`src/cpai_pkg.sv`:
```
// cpai_pkg: shared constants, types and priority helpers for the cascaded controller pair.
// assumes a byte-wide processor I/O port space decoded on 16-bit addresses.
package cpai_pkg;
    localparam logic [15:0] MST_BASE_ADDR = 16'h0020;
    localparam logic [15:0] MST_DATA_ADDR = 16'h0021;
    localparam logic [15:0] SLV_BASE_ADDR = 16'h00A0;
    localparam logic [15:0] SLV_DATA_ADDR = 16'h00A1;
    localparam int          INIT_BIT      = 4;
    localparam int          OP_WORD_READ_POLL_SEL_BIT  = 3;
    localparam int          OP_WORD_READ_POLL_ESMM_BIT = 6;
    localparam int          OP_WORD_READ_POLL_SMM_BIT  = 5;
    localparam int          OP_WORD_READ_POLL_POLL_BIT = 2;
    localparam int          OP_WORD_READ_POLL_RR_BIT   = 1;
    localparam int          OP_WORD_READ_POLL_RIS_BIT  = 0;
    localparam int          MODE_AUTO_END_OF_SERVICE_BIT = 1;
    localparam int          CASCADE_INPUT = 2;
    localparam logic [2:0]  LOWEST_LEVEL  = 3'h7;
    localparam logic [2:0]  SLAVE_ADDR_RST = 3'h7;
    localparam logic [2:0]  SLAVE_ID_CODE = 3'h2;
    localparam logic [7:0]  BYTE_ZERO     = 8'h00;
    localparam logic [7:0]  BYTE_ONES     = 8'hFF;
    // rotate / select / end-of-service command field, bits 7:5
    localparam logic [2:0]  CMD_ROT_AUTO_END_OF_SERVICE_CLR = 3'h0;
    localparam logic [2:0]  CMD_NS_EOS       = 3'h1;
    localparam logic [2:0]  CMD_SP_EOS       = 3'h3;
    localparam logic [2:0]  CMD_ROT_AUTO_END_OF_SERVICE_SET = 3'h4;
    localparam logic [2:0]  CMD_ROT_NS_EOS   = 3'h5;
    localparam logic [2:0]  CMD_SET_PRIO     = 3'h6;
    localparam logic [2:0]  CMD_ROT_SP_EOS   = 3'h7;

    typedef enum logic [2:0] {ST_IDLE, ST_ACK1, ST_TRAIL1, ST_ACK2, ST_TRAIL2} cpai_ack_state_t;
    typedef enum logic [1:0] {STEP_RUN, STEP_VEC, STEP_CAS, STEP_MODE} cpai_init_step_t;

    // highest-priority set bit given the bottom-priority level; {found, level}
    function automatic logic [3:0] cpai_pick(input logic [7:0] bits, input logic [2:0] bottom);
        logic [3:0] res;
        logic [2:0] lvl;
        res = {1'b0, LOWEST_LEVEL};
        for (int i = 7; i >= 0; i--) begin
            lvl = bottom + 3'(i + 1);
            if (bits[lvl]) res = {1'b1, lvl};
        end
        return res;
    endfunction

    // rank 0 is the highest priority
    function automatic logic [2:0] cpai_rank(input logic [2:0] lvl, input logic [2:0] bottom);
        return 3'(lvl - bottom - 3'h1);
    endfunction
endpackage

```
`src/cpai_core.sv`:
```
// cpai_core: one controller core: request latch, mask, in-service, priority, command words.
// assumes requests are already synchronised and strobes are one-cycle pulses.
`timescale 1ns/100ps
module cpai_core import cpai_pkg::*; (
    input  wire logic       i_clk,
    input  wire logic       i_rst,
    input  wire logic [7:0] i_req,
    input  wire logic [7:0] i_trig_level,
    input  wire logic       i_wr_base,
    input  wire logic       i_wr_data,
    input  wire logic [7:0] i_wdata,
    input  wire logic       i_rd_base,
    input  wire logic       i_freeze,
    input  wire logic       i_commit,
    input  wire logic       i_release,
    output logic            o_int,
    output logic [7:0]      o_vector,
    output logic [7:0]      o_status,
    output logic [7:0]      o_mask,
    output logic [7:0]      o_cascade,
    output logic [7:0]      o_irr,
    output logic [7:0]      o_isr,
    output logic [2:0]      o_frz_lvl,
    output logic            o_frz_hit,
    output logic            o_auto_end_of_service,
    output logic            o_init_busy
);
    logic [7:0] irr_ff, isr_ff, imr_ff, blk_ff, prev_ff, casc_ff, mode_ff;
    logic [7:0] nxt_irr, nxt_isr, nxt_imr, nxt_blk, nxt_casc, nxt_mode, setm, act_isr;
    logic [4:0] vbase_ff, nxt_vbase;
    logic [2:0] bottom_ff, nxt_bottom, frz_lvl_ff, nxt_frz_lvl, r_lvl, commit_lvl;
    logic [3:0] pend_pick, isr_pick;
    logic       smm_ff, rd_isr_ff, poll_ff, rot_auto_end_of_service_ff, frz_hit_ff, int_req, r_hit, commit_now;
    logic       nxt_smm, nxt_rd_isr, nxt_poll, nxt_rot_auto_end_of_service, nxt_frz_hit;
    cpai_init_step_t step_ff, nxt_step;

    always_comb begin
        act_isr   = smm_ff ? (isr_ff & ~imr_ff) : isr_ff;
        pend_pick = cpai_pick(irr_ff & ~imr_ff, bottom_ff);
        isr_pick  = cpai_pick(act_isr, bottom_ff);
        // masked levels never reach the interrupt output; nesting blocks same/lower
        int_req   = pend_pick[3] && (!isr_pick[3] ||
                    cpai_rank(pend_pick[2:0], bottom_ff) < cpai_rank(isr_pick[2:0], bottom_ff));
        r_hit = i_freeze ? int_req : frz_hit_ff;
        r_lvl = i_freeze ? (int_req ? pend_pick[2:0] : LOWEST_LEVEL) : frz_lvl_ff;
        commit_now = (i_commit && r_hit) || (i_rd_base && poll_ff && int_req);
        commit_lvl = (i_rd_base && poll_ff) ? pend_pick[2:0] : r_lvl;
        nxt_blk = blk_ff & i_req;
        setm = (i_trig_level & i_req | ~i_trig_level & i_req & ~prev_ff) & ~blk_ff;
        nxt_irr = (irr_ff & i_req) | setm;
        nxt_isr = isr_ff;       nxt_imr = imr_ff;        nxt_casc = casc_ff;
        nxt_mode = mode_ff;     nxt_vbase = vbase_ff;    nxt_bottom = bottom_ff;
        nxt_smm = smm_ff;       nxt_rd_isr = rd_isr_ff;  nxt_poll = poll_ff;
        nxt_rot_auto_end_of_service = rot_auto_end_of_service_ff;  nxt_step = step_ff;
        nxt_frz_hit = r_hit;    nxt_frz_lvl = r_lvl;
        if (commit_now) nxt_irr[commit_lvl] = setm[commit_lvl];
        if (i_rd_base && poll_ff) nxt_poll = 1'b0;
        if (i_release && mode_ff[MODE_AUTO_END_OF_SERVICE_BIT] && frz_hit_ff) begin
            nxt_isr[frz_lvl_ff] = 1'b0;
            if (rot_auto_end_of_service_ff) nxt_bottom = frz_lvl_ff;
        end
        if (i_wr_base && i_wdata[INIT_BIT]) begin
            nxt_imr = BYTE_ZERO;  nxt_blk = BYTE_ONES;  nxt_irr = BYTE_ZERO;
            nxt_bottom = LOWEST_LEVEL;  nxt_casc = {5'h00, SLAVE_ADDR_RST};
            nxt_smm = 1'b0;  nxt_rd_isr = 1'b0;  nxt_poll = 1'b0;
            nxt_mode = BYTE_ZERO;  nxt_step = STEP_VEC;
        end else if (i_wr_base && i_wdata[OP_WORD_READ_POLL_SEL_BIT]) begin
            if (i_wdata[OP_WORD_READ_POLL_ESMM_BIT]) nxt_smm = i_wdata[OP_WORD_READ_POLL_SMM_BIT];
            if (i_wdata[OP_WORD_READ_POLL_RR_BIT]) nxt_rd_isr = i_wdata[OP_WORD_READ_POLL_RIS_BIT];
            nxt_poll = i_wdata[OP_WORD_READ_POLL_POLL_BIT];
        end else if (i_wr_base) begin
            case (i_wdata[7:5])
                CMD_NS_EOS:       if (isr_pick[3]) nxt_isr[isr_pick[2:0]] = 1'b0;
                CMD_ROT_NS_EOS: begin
                    if (isr_pick[3]) nxt_isr[isr_pick[2:0]] = 1'b0;
                    if (isr_pick[3]) nxt_bottom = isr_pick[2:0];
                end
                CMD_SP_EOS:       nxt_isr[i_wdata[2:0]] = 1'b0;
                CMD_ROT_SP_EOS: begin
                    nxt_isr[i_wdata[2:0]] = 1'b0;
                    nxt_bottom = i_wdata[2:0];
                end
                CMD_SET_PRIO:     nxt_bottom = i_wdata[2:0];
                CMD_ROT_AUTO_END_OF_SERVICE_SET: nxt_rot_auto_end_of_service = 1'b1;
                CMD_ROT_AUTO_END_OF_SERVICE_CLR: nxt_rot_auto_end_of_service = 1'b0;
                default: ;
            endcase
        end else if (i_wr_data) begin
            case (step_ff)
                STEP_VEC: begin
                    nxt_vbase = i_wdata[7:3];
                    nxt_step = STEP_CAS;
                end
                STEP_CAS: begin
                    nxt_casc = i_wdata;
                    nxt_step = STEP_MODE;
                end
                STEP_MODE: begin
                    nxt_mode = i_wdata;
                    nxt_step = STEP_RUN;
                end
                default: nxt_imr = i_wdata;
            endcase
        end
        // set after command decode so a same-cycle end of service loses
        if (commit_now) nxt_isr[commit_lvl] = 1'b1;
    end

    always_ff @(posedge i_clk) begin
        if (i_rst) begin
            irr_ff <= BYTE_ZERO;  isr_ff <= BYTE_ZERO;  imr_ff <= BYTE_ONES;
            blk_ff <= BYTE_ZERO;  prev_ff <= BYTE_ZERO;  casc_ff <= {5'h00, SLAVE_ADDR_RST};
            mode_ff <= BYTE_ZERO;  vbase_ff <= 5'h00;  bottom_ff <= LOWEST_LEVEL;
            smm_ff <= 1'b0;  rd_isr_ff <= 1'b0;  poll_ff <= 1'b0;  rot_auto_end_of_service_ff <= 1'b0;
            frz_lvl_ff <= LOWEST_LEVEL;  frz_hit_ff <= 1'b0;  step_ff <= STEP_RUN;
        end else begin
            irr_ff <= nxt_irr;  isr_ff <= nxt_isr;  imr_ff <= nxt_imr;
            blk_ff <= nxt_blk;  prev_ff <= i_req;  casc_ff <= nxt_casc;
            mode_ff <= nxt_mode;  vbase_ff <= nxt_vbase;  bottom_ff <= nxt_bottom;
            smm_ff <= nxt_smm;  rd_isr_ff <= nxt_rd_isr;  poll_ff <= nxt_poll;
            rot_auto_end_of_service_ff <= nxt_rot_auto_end_of_service;  frz_lvl_ff <= nxt_frz_lvl;
            frz_hit_ff <= nxt_frz_hit;  step_ff <= nxt_step;
        end
    end

    assign o_int       = int_req;
    assign o_vector    = {vbase_ff, frz_lvl_ff};
    assign o_status    = poll_ff ? {int_req, 4'h0, pend_pick[2:0]} : (rd_isr_ff ? isr_ff : irr_ff);
    assign o_mask      = imr_ff;
    assign o_cascade   = casc_ff;
    assign o_irr       = irr_ff;
    assign o_isr       = isr_ff;
    assign o_frz_lvl   = frz_lvl_ff;
    assign o_frz_hit   = frz_hit_ff;
    assign o_auto_end_of_service      = mode_ff[MODE_AUTO_END_OF_SERVICE_BIT];
    assign o_init_busy = (step_ff != STEP_RUN);
endmodule

```
`src/cpai_top.sv`:
```
// cpai_top: master/slave controller pair with I/O port decode and acknowledge sequencing.
// assumes I/O strobes and the acknowledge command are one-cycle pulses on I_CLK_SYS;
// request pins are asynchronous and are synchronised here.
// What this block does
// - request latch sets on rising edge or high level, whatever the mask
// - masked level never drives the processor interrupt output
// - interrupt output goes low while an unmasked pending request outranks the highest active in-service level
// - acknowledged level gets in-service bit set and request bit cleared
// - each bus acknowledge command becomes two internal acknowledge pulses; the second reaches only a matching slave
// - first pulse freezes priority, sets top in-service bit, clears its request bit
// - first pulse trailing edge sends slave code on private 3-bit bus
// - vector is base bits 7:3 plus level code in bits 2:0
// - vanished request returns the master level 7 vector
// - automatic mode clears in-service after second pulse, else wait for command
// - master answers at 20h, slave at A0h
// - base write with bit 4 set starts init; three data-port writes follow
// - init clears mask; inputs need a fresh rising edge afterwards
// - init sets level 7 lowest, slave address 7, no special masking, request read
// - slave answers only when broadcast code matches its cascade word
// - mask word written at data port sets per-level mask
// - rotate/end-of-service word rotates priority and ends service
// - read/poll word picks status source, special masking and polling
// - slave returns the vector when master drives code 010
// - fixed priority runs from level 0 highest to level 7 lowest
// - non-specific end of service clears the highest active in-service bit; special masking skips masked levels
`timescale 1ns/100ps
module cpai_top import cpai_pkg::*; (
    input  wire logic        I_CLK_SYS,
    input  wire logic        I_RST,
    input  wire logic [15:0] I_IRQ,
    input  wire logic [15:0] I_TRIG_LEVEL,
    input  wire logic [15:0] I_IO_ADDR,
    input  wire logic        I_IO_WR,
    input  wire logic        I_IO_RD,
    input  wire logic [7:0]  I_IO_WDATA,
    input  wire logic        I_INTERNAL_ACK_PULSE_CMD,
    output logic [7:0]       O_IO_RDATA,
    output logic             O_IO_RVALID,
    output logic             O_CPU_INT_N,
    output logic [7:0]       O_VECTOR,
    output logic             O_VECTOR_VALID,
    output logic             O_ACK_BUSY
);
    logic [15:0] irq_s1_ff, irq_s2_ff;
    logic [7:0]  m_req, m_trig;
    logic [7:0]  m_vector, m_status, m_mask, m_cascade, m_irr, m_isr;
    logic [7:0]  s_vector, s_status, s_mask, s_cascade;
    logic [2:0]  m_frz_lvl;
    logic        m_int, m_frz_hit, m_auto_end_of_service, m_init_busy;
    logic        s_int;
    logic        m_wr_base, m_wr_data, s_wr_base, s_wr_data;
    logic        m_rd_base, s_rd_base;
    logic        freeze, m_commit, s_commit, slv_match, m_release, s_release;
    cpai_ack_state_t state_ff, nxt_state;
    logic [2:0]  cas_bus_ff, nxt_cas_bus;
    logic        cas_valid_ff, nxt_cas_valid;
    logic        sel_ff, nxt_sel;
    logic [7:0]  vec_ff, nxt_vec;
    logic        vec_valid_ff, nxt_vec_valid;
    logic [7:0]  rdata_ff, nxt_rdata;
    logic        rvalid_ff, nxt_rvalid;
    logic        int_n_ff;

    // request pins cross into the system clock
    always_ff @(posedge I_CLK_SYS) begin
        if (I_RST) begin
            irq_s1_ff <= 16'h0000;
            irq_s2_ff <= 16'h0000;
        end else begin
            irq_s1_ff <= I_IRQ;
            irq_s2_ff <= irq_s1_ff;
        end
    end

    // port decode
    always_comb begin
        m_wr_base = I_IO_WR && (I_IO_ADDR == MST_BASE_ADDR);
        m_wr_data = I_IO_WR && (I_IO_ADDR == MST_DATA_ADDR);
        s_wr_base = I_IO_WR && (I_IO_ADDR == SLV_BASE_ADDR);
        s_wr_data = I_IO_WR && (I_IO_ADDR == SLV_DATA_ADDR);
        m_rd_base = I_IO_RD && (I_IO_ADDR == MST_BASE_ADDR);
        s_rd_base = I_IO_RD && (I_IO_ADDR == SLV_BASE_ADDR);
    end

    // slave interrupt feeds the cascade input as a level
    always_comb begin
        m_req = irq_s2_ff[7:0];
        m_req[CASCADE_INPUT] = s_int;
        m_trig = I_TRIG_LEVEL[7:0];
        m_trig[CASCADE_INPUT] = 1'b1;
    end

    // acknowledge sequencer: one command gives two internal pulses
    always_comb begin
        nxt_state = state_ff;
        case (state_ff)
            ST_IDLE:   if (I_INTERNAL_ACK_PULSE_CMD) nxt_state = ST_ACK1;
            ST_ACK1:   nxt_state = ST_TRAIL1;
            ST_TRAIL1: nxt_state = ST_ACK2;
            ST_ACK2:   nxt_state = ST_TRAIL2;
            ST_TRAIL2: nxt_state = ST_IDLE;
            default:   nxt_state = ST_IDLE;
        endcase
    end

    always_comb begin
        freeze    = (state_ff == ST_ACK1);
        m_commit  = freeze;
        slv_match = cas_valid_ff && (cas_bus_ff == s_cascade[2:0]);
        s_commit  = (state_ff == ST_ACK2) && slv_match;
        m_release = (state_ff == ST_TRAIL2);
        s_release = m_release && sel_ff;
    end

    always_comb begin
        nxt_cas_bus   = cas_bus_ff;
        nxt_cas_valid = cas_valid_ff;
        nxt_sel       = sel_ff;
        nxt_vec       = vec_ff;
        nxt_vec_valid = 1'b0;
        if (state_ff == ST_TRAIL1) begin
            nxt_cas_bus   = m_frz_lvl;
            nxt_cas_valid = m_frz_hit && m_cascade[m_frz_lvl];
        end
        if (state_ff == ST_ACK2) begin
            nxt_sel       = slv_match;
            nxt_vec       = slv_match ? s_vector : m_vector;
            nxt_vec_valid = 1'b1;
        end
        if (state_ff == ST_TRAIL2) nxt_cas_valid = 1'b0;
    end

    always_ff @(posedge I_CLK_SYS) begin
        if (I_RST) begin
            state_ff     <= ST_IDLE;
            cas_bus_ff   <= 3'h0;
            cas_valid_ff <= 1'b0;
            sel_ff       <= 1'b0;
            vec_ff       <= BYTE_ZERO;
            vec_valid_ff <= 1'b0;
        end else begin
            state_ff     <= nxt_state;
            cas_bus_ff   <= nxt_cas_bus;
            cas_valid_ff <= nxt_cas_valid;
            sel_ff       <= nxt_sel;
            vec_ff       <= nxt_vec;
            vec_valid_ff <= nxt_vec_valid;
        end
    end

    // register reads; unmapped addresses give no valid
    always_comb begin
        nxt_rdata  = BYTE_ZERO;
        nxt_rvalid = 1'b0;
        if (I_IO_RD) begin
            nxt_rvalid = 1'b1;
            case (I_IO_ADDR)
                MST_BASE_ADDR: nxt_rdata = m_status;
                MST_DATA_ADDR: nxt_rdata = m_mask;
                SLV_BASE_ADDR: nxt_rdata = s_status;
                SLV_DATA_ADDR: nxt_rdata = s_mask;
                default:       nxt_rvalid = 1'b0;
            endcase
        end
    end

    always_ff @(posedge I_CLK_SYS) begin
        if (I_RST) begin
            rdata_ff  <= BYTE_ZERO;
            rvalid_ff <= 1'b0;
            int_n_ff  <= 1'b1;
        end else begin
            rdata_ff  <= nxt_rdata;
            rvalid_ff <= nxt_rvalid;
            int_n_ff  <= ~m_int;
        end
    end

    cpai_core u_master (
        .i_clk        (I_CLK_SYS),
        .i_rst        (I_RST),
        .i_req        (m_req),
        .i_trig_level (m_trig),
        .i_wr_base    (m_wr_base),
        .i_wr_data    (m_wr_data),
        .i_wdata      (I_IO_WDATA),
        .i_rd_base    (m_rd_base),
        .i_freeze     (freeze),
        .i_commit     (m_commit),
        .i_release    (m_release),
        .o_int        (m_int),
        .o_vector     (m_vector),
        .o_status     (m_status),
        .o_mask       (m_mask),
        .o_cascade    (m_cascade),
        .o_irr        (m_irr),
        .o_isr        (m_isr),
        .o_frz_lvl    (m_frz_lvl),
        .o_frz_hit    (m_frz_hit),
        .o_auto_end_of_service       (m_auto_end_of_service),
        .o_init_busy  (m_init_busy)
    );

    cpai_core u_slave (
        .i_clk        (I_CLK_SYS),
        .i_rst        (I_RST),
        .i_req        (irq_s2_ff[15:8]),
        .i_trig_level (I_TRIG_LEVEL[15:8]),
        .i_wr_base    (s_wr_base),
        .i_wr_data    (s_wr_data),
        .i_wdata      (I_IO_WDATA),
        .i_rd_base    (s_rd_base),
        .i_freeze     (freeze),
        .i_commit     (s_commit),
        .i_release    (s_release),
        .o_int        (s_int),
        .o_vector     (s_vector),
        .o_status     (s_status),
        .o_mask       (s_mask),
        .o_cascade    (s_cascade),
        .o_irr        (),
        .o_isr        (),
        .o_frz_lvl    (),
        .o_frz_hit    (),
        .o_auto_end_of_service       (),
        .o_init_busy  ()
    );

    assign O_IO_RDATA     = rdata_ff;
    assign O_IO_RVALID    = rvalid_ff;
    assign O_CPU_INT_N    = int_n_ff;
    assign O_VECTOR       = vec_ff;
    assign O_VECTOR_VALID = vec_valid_ff;
    assign O_ACK_BUSY     = (state_ff != ST_IDLE);

    // master input watched by the edge-latch check
    localparam int EDGE_PROBE = 3;
endmodule

```
`config.mk`:
```
export PLATFORM = sky130hd
export DESIGN_NAME = cpai_top
export DESIGN_NICKNAME = d
export VERILOG_FILES = /design/src/cpai_pkg.sv /design/src/cpai_core.sv /design/src/cpai_top.sv
export SDC_FILE = /design/constraint.sdc
export NUM_CORES = 1
export LEC_CHECK = 0
export BUFFER_PORTS_ARGS = -buffer_cell sky130_fd_sc_hd__buf_2
export CAP_MARGIN = 10
export CORE_AREA = 8 8 173 175
export DETAILED_ROUTE_END_ITERATION = 8
export DIE_AREA = 0 0 181 183
export PLACE_DENSITY_LB_ADDON = 0.3
export SYNTH_ARGS = -nofsm -noshare
export SYNTH_HDL_FRONTEND = slang
export SYNTH_HIERARCHICAL = 1
export SYNTH_SLANG_ARGS = --single-unit
```
`constraint.sdc`:
```
create_clock -name I_CLK_SYS -period 8.4 [get_ports I_CLK_SYS]
set_input_delay 1.26 -clock I_CLK_SYS [delete_from_list [all_inputs] [get_ports I_CLK_SYS]]
set_output_delay 1.26 -clock I_CLK_SYS [all_outputs]
set_load 0.01 [all_outputs]
```
==> impl_results.md <==
- Post-CTS clock slew at the launch and capture registers of the worst setup and hold paths: approximately 0.070 ns
- Number of maximum-capacitance violations: 0
- CTS Buf Count: 17
- Floorplan die height: approximately 180 um
- Req. time, crit path: 8.73 ns
- Number of buffers on the longest clock path: 2
- Warning count from the yosys run: 6
- Clock network latency to the later pin of the worst-skew pair: 0.43 ns
- Area added between synthesis and finish: 7.813%
- Sinks on the clock net: 186
- Detailed Route WL: ~39,000 um
- CTS tree: yes
- Horizontal die dimension: roughly 180 um
- Worst-Margin Slew: around 1.0 ns
- Critical Path Fanout Max: 20
- Share of post-route cells with drive strength above 1: between 10% and 20%
- Sequential share of power: a little over 50%
- Final standard cell area without fillers: roughly 14,000 um^2
- Fraction of power consumed by combinational cells: 5.7%
- Part of the power in the clock network: about 44%
- CP cell instances: inv_2 -> ha_1 -> xnor2_1 -> mux4_2 -> a211o_1 -> nor4bb_1 -> a311oi_4 -> ha_1 -> fa_1 -> inv_1 -> ha_1 -> a21oi_1 -> nor2b_1 -> o32ai_1 -> o211ai_1 -> a21boi_0 -> o2bb2ai_1 -> or3_1 -> o31ai_1
- RSZ-0062 raised after global routing: no
- Seq. cell area: 3726 um^2
- Run status: finished clean
- FILL cells: 2,606
- Post-route ant nets: 0
- Routed wire length per instance: 20.75 um
- Net switching power figure: roughly 450 uW
- Avg Vias per Cell: between 6 and 7
- Pleak: 5.493 nW
- Mapped Avg Cell Area: just under 9 um^2
- Syn_nets: approximately 1,600
- Final hold viol count: 0
- Combined area of all synthesized cells: approximately 13,000 um^2
- Initial antenna violation count: 1
- Maximum operating frequency: about 150 MHz
- Vias in the first global route: 11,571
- Slew Limit Headroom: between 30% and 40%
- Post-synthesis cell count: 1,489
- Starting Density: between 40 and 50%
- Final net count: ~1,600
- Worst Setup Slack post-DPL: around 1.8 ns
- Category of the most critical setup path: register to register
- Post-CTS Setup Repair Bufs: 0
- Startpoint types: register
- Switching share of total power: 25.14%
- Final Total Pwr: about 1.8 mW
- Length of the first detailed-routing pass in iterations: 6
- Worst path setup slack after routing: roughly 1.7 ns
- Global-route wire length before repair: between 60,000 and 70,000 um
- Count of instances resized after the clock tree is built: 0
- DRC: 0
- Maximum level of the CTS H-tree: 4
- Count of input and output buffers: between 70 and 80
- Post-route core utilization: between 50% and 60%
- Clock tree skew after final layout: ~0.012 ns
- Cell mode on critical path: sky130_fd_sc_hd__ha_1
- Final-report setup violation count: 0
- Core region area: ~27,000 um^2
- DP HPWL: roughly 28,000 um
- Total Negative Setup Slacks: 0 ns
- Path class of the lowest-slack min-delay path: register to register
- Power per cell area: approximately 130 nW/um^2
- Hold Buf Count CTS: 0
- Post-layout min period: about 6.7 ns
- Standard cell with the maximum stage delay on the critical path: sky130_fd_sc_hd__xnor2_1
- Worst Path Arrival: 7.03 ns
- Final weighted congestion in routability-driven placement: between 0.9 and 1
- Aggregate global-route resource usage: 22.82%
- Floorplan die area: 33,120 um^2
- Total number of vias: 11,888
- Cell Rows: 61
- Overflow left after global routing: 0
- Internal power: approximately 1.3 mW
- Placement-stage cell area: about 14,000 um^2
- Area of combinational cells with multiple inputs: just under 9000 um^2
- Highest cell delay on the worst timing path: around 0.70 ns
- Detailed router's first-iteration violation count: between 1,000 and 1,500
- Period utilisation layout: 79.71%
- Root buffer cell: sky130_fd_sc_hd__clkbuf_16
- Largest net degree at the start of global routing: 78
- IR drop worst, VDD: roughly 0.16 mV
- Type of element capturing the critical path: register
- Final max-slew violation count: 0
- Io pins: 81
[through the flow]
stage               hold WS, ns  instances
finish                   0.4374       1858
global route             0.4564       1858
CTS                      0.4383       1856
detailed placement       0.4212       1824
global placement         0.4195       1824
floorplan                0.4138       1489
[sequential cells by signal (all words and copies together), names as in the netlist, 3 cells and up]
| register | count |
|---|---|
| u_slave/blk_ff | 8 |
| u_master/prev_ff | 8 |
| u_slave/bottom_ff | 3 |
| u_slave/o_cascade | 3 |
| O_IO_RDATA | 8 |
| state_ff | 3 |
| u_slave/vbase_ff | 5 |
| O_VECTOR | 8 |
| u_slave/o_isr | 8 |
| irq_s1_ff | 15 |
| u_slave/prev_ff | 8 |
| u_master/o_frz_lvl | 3 |
| u_slave/o_irr | 8 |
| u_slave/o_frz_lvl | 3 |
| u_master/vbase_ff | 5 |
| u_master/o_mask | 8 |
| u_master/o_irr | 8 |
| u_master/o_isr | 8 |
| u_master/bottom_ff | 3 |
| u_master/blk_ff | 8 |
| u_master/o_cascade | 8 |
| irq_s2_ff | 15 |
| u_slave/o_mask | 8 |
| cas_bus_ff | 3 |
[path summary, 6_finish.rpt]
check / slack, ns / cells past startpoint / to / start
hold reg to reg: 0.44 / 1 / irq_s2_ff[5]$_SDFF_PP0_ / irq_s1_ff[5]$_SDFF_PP0_
hold / removal: 0.44 / 1 / irq_s2_ff[5]$_SDFF_PP0_ / irq_s1_ff[5]$_SDFF_PP0_
setup / recovery: 1.70 / 19 / u_slave/o_irr[6]$_SDFF_PP0_ / u_slave/bottom_ff[0]$_SDFF_PP1_
setup reg to reg: 1.70 / 19 / u_slave/o_irr[6]$_SDFF_PP0_ / u_slave/bottom_ff[0]$_SDFF_PP1_
[cell type report]
class,count,share of cell area [%]
diodes,1,0.01755
clock buffers,19,3.106
clock inverters,13,0.9124
inverters,51,1.342
multi-input cells,1150,61.97
flip-flops and latches,186,26.13
well taps,346,3.036
repair buffers,92,3.492
[power by group through the flow]
stage                     combinational, mW  clock (mW)  sequential (mW)
after CTS                             0.101       0.791            0.908
after global placement               0.0996           0            0.928
after floorplan                      0.0665           0            0.923
after detailed placement              0.101           0            0.929
after global routing                  0.112       0.827            0.910
final                                 0.102       0.779            0.908
[critical path: cells and delay by family, from the launching register on]
kind	cells	cell delay, ns
AOI/OAI and AO/OA	8	2.47
xor gates and xnor gates	1	0.70
adders and majority gates	4	1.25
buffers and inverters	2	0.35
DFF	1	0.63
muxes	1	0.47
and+or+nand+nor	3	0.70
[layer usage]
metal | GRT usage, % | up-vias | wire (um)
met5 | 0 | - | 0
met4 | 7.248 | 0 | 820
met3 | 4.294 | 81 | 2831
met2 | 36.90 | 513 | 17710
met1 | 30.53 | 5730 | 17190
li1 | - | 5564 | -
[layout by cell type (no fill, tap or decap), types with 14 or more instances in the layout]
cell type,instances
sky130_fd_sc_hd__mux4_2,55
sky130_fd_sc_hd__a211oi_1,30
sky130_fd_sc_hd__nor3_1,25
sky130_fd_sc_hd__a21o_1,36
sky130_fd_sc_hd__and3_1,14
sky130_fd_sc_hd__o211ai_1,18
sky130_fd_sc_hd__a21oi_1,95
sky130_fd_sc_hd__nand3_1,55
sky130_fd_sc_hd__buf_4,15
sky130_fd_sc_hd__xnor2_1,16
sky130_fd_sc_hd__nor2_1,81
sky130_fd_sc_hd__o221ai_1,17
sky130_fd_sc_hd__nor3b_1,14
sky130_fd_sc_hd__clkbuf_16,17
sky130_fd_sc_hd__o21ai_0,39
sky130_fd_sc_hd__nand2_1,145
sky130_fd_sc_hd__inv_1,42
sky130_fd_sc_hd__mux2i_1,91
sky130_fd_sc_hd__nand2b_1,26
sky130_fd_sc_hd__buf_2,77
sky130_fd_sc_hd__ha_1,24
sky130_fd_sc_hd__dfxtp_1,184
sky130_fd_sc_hd__nor2b_1,93
Note: power is estimated with default switching activity, not from simulation.
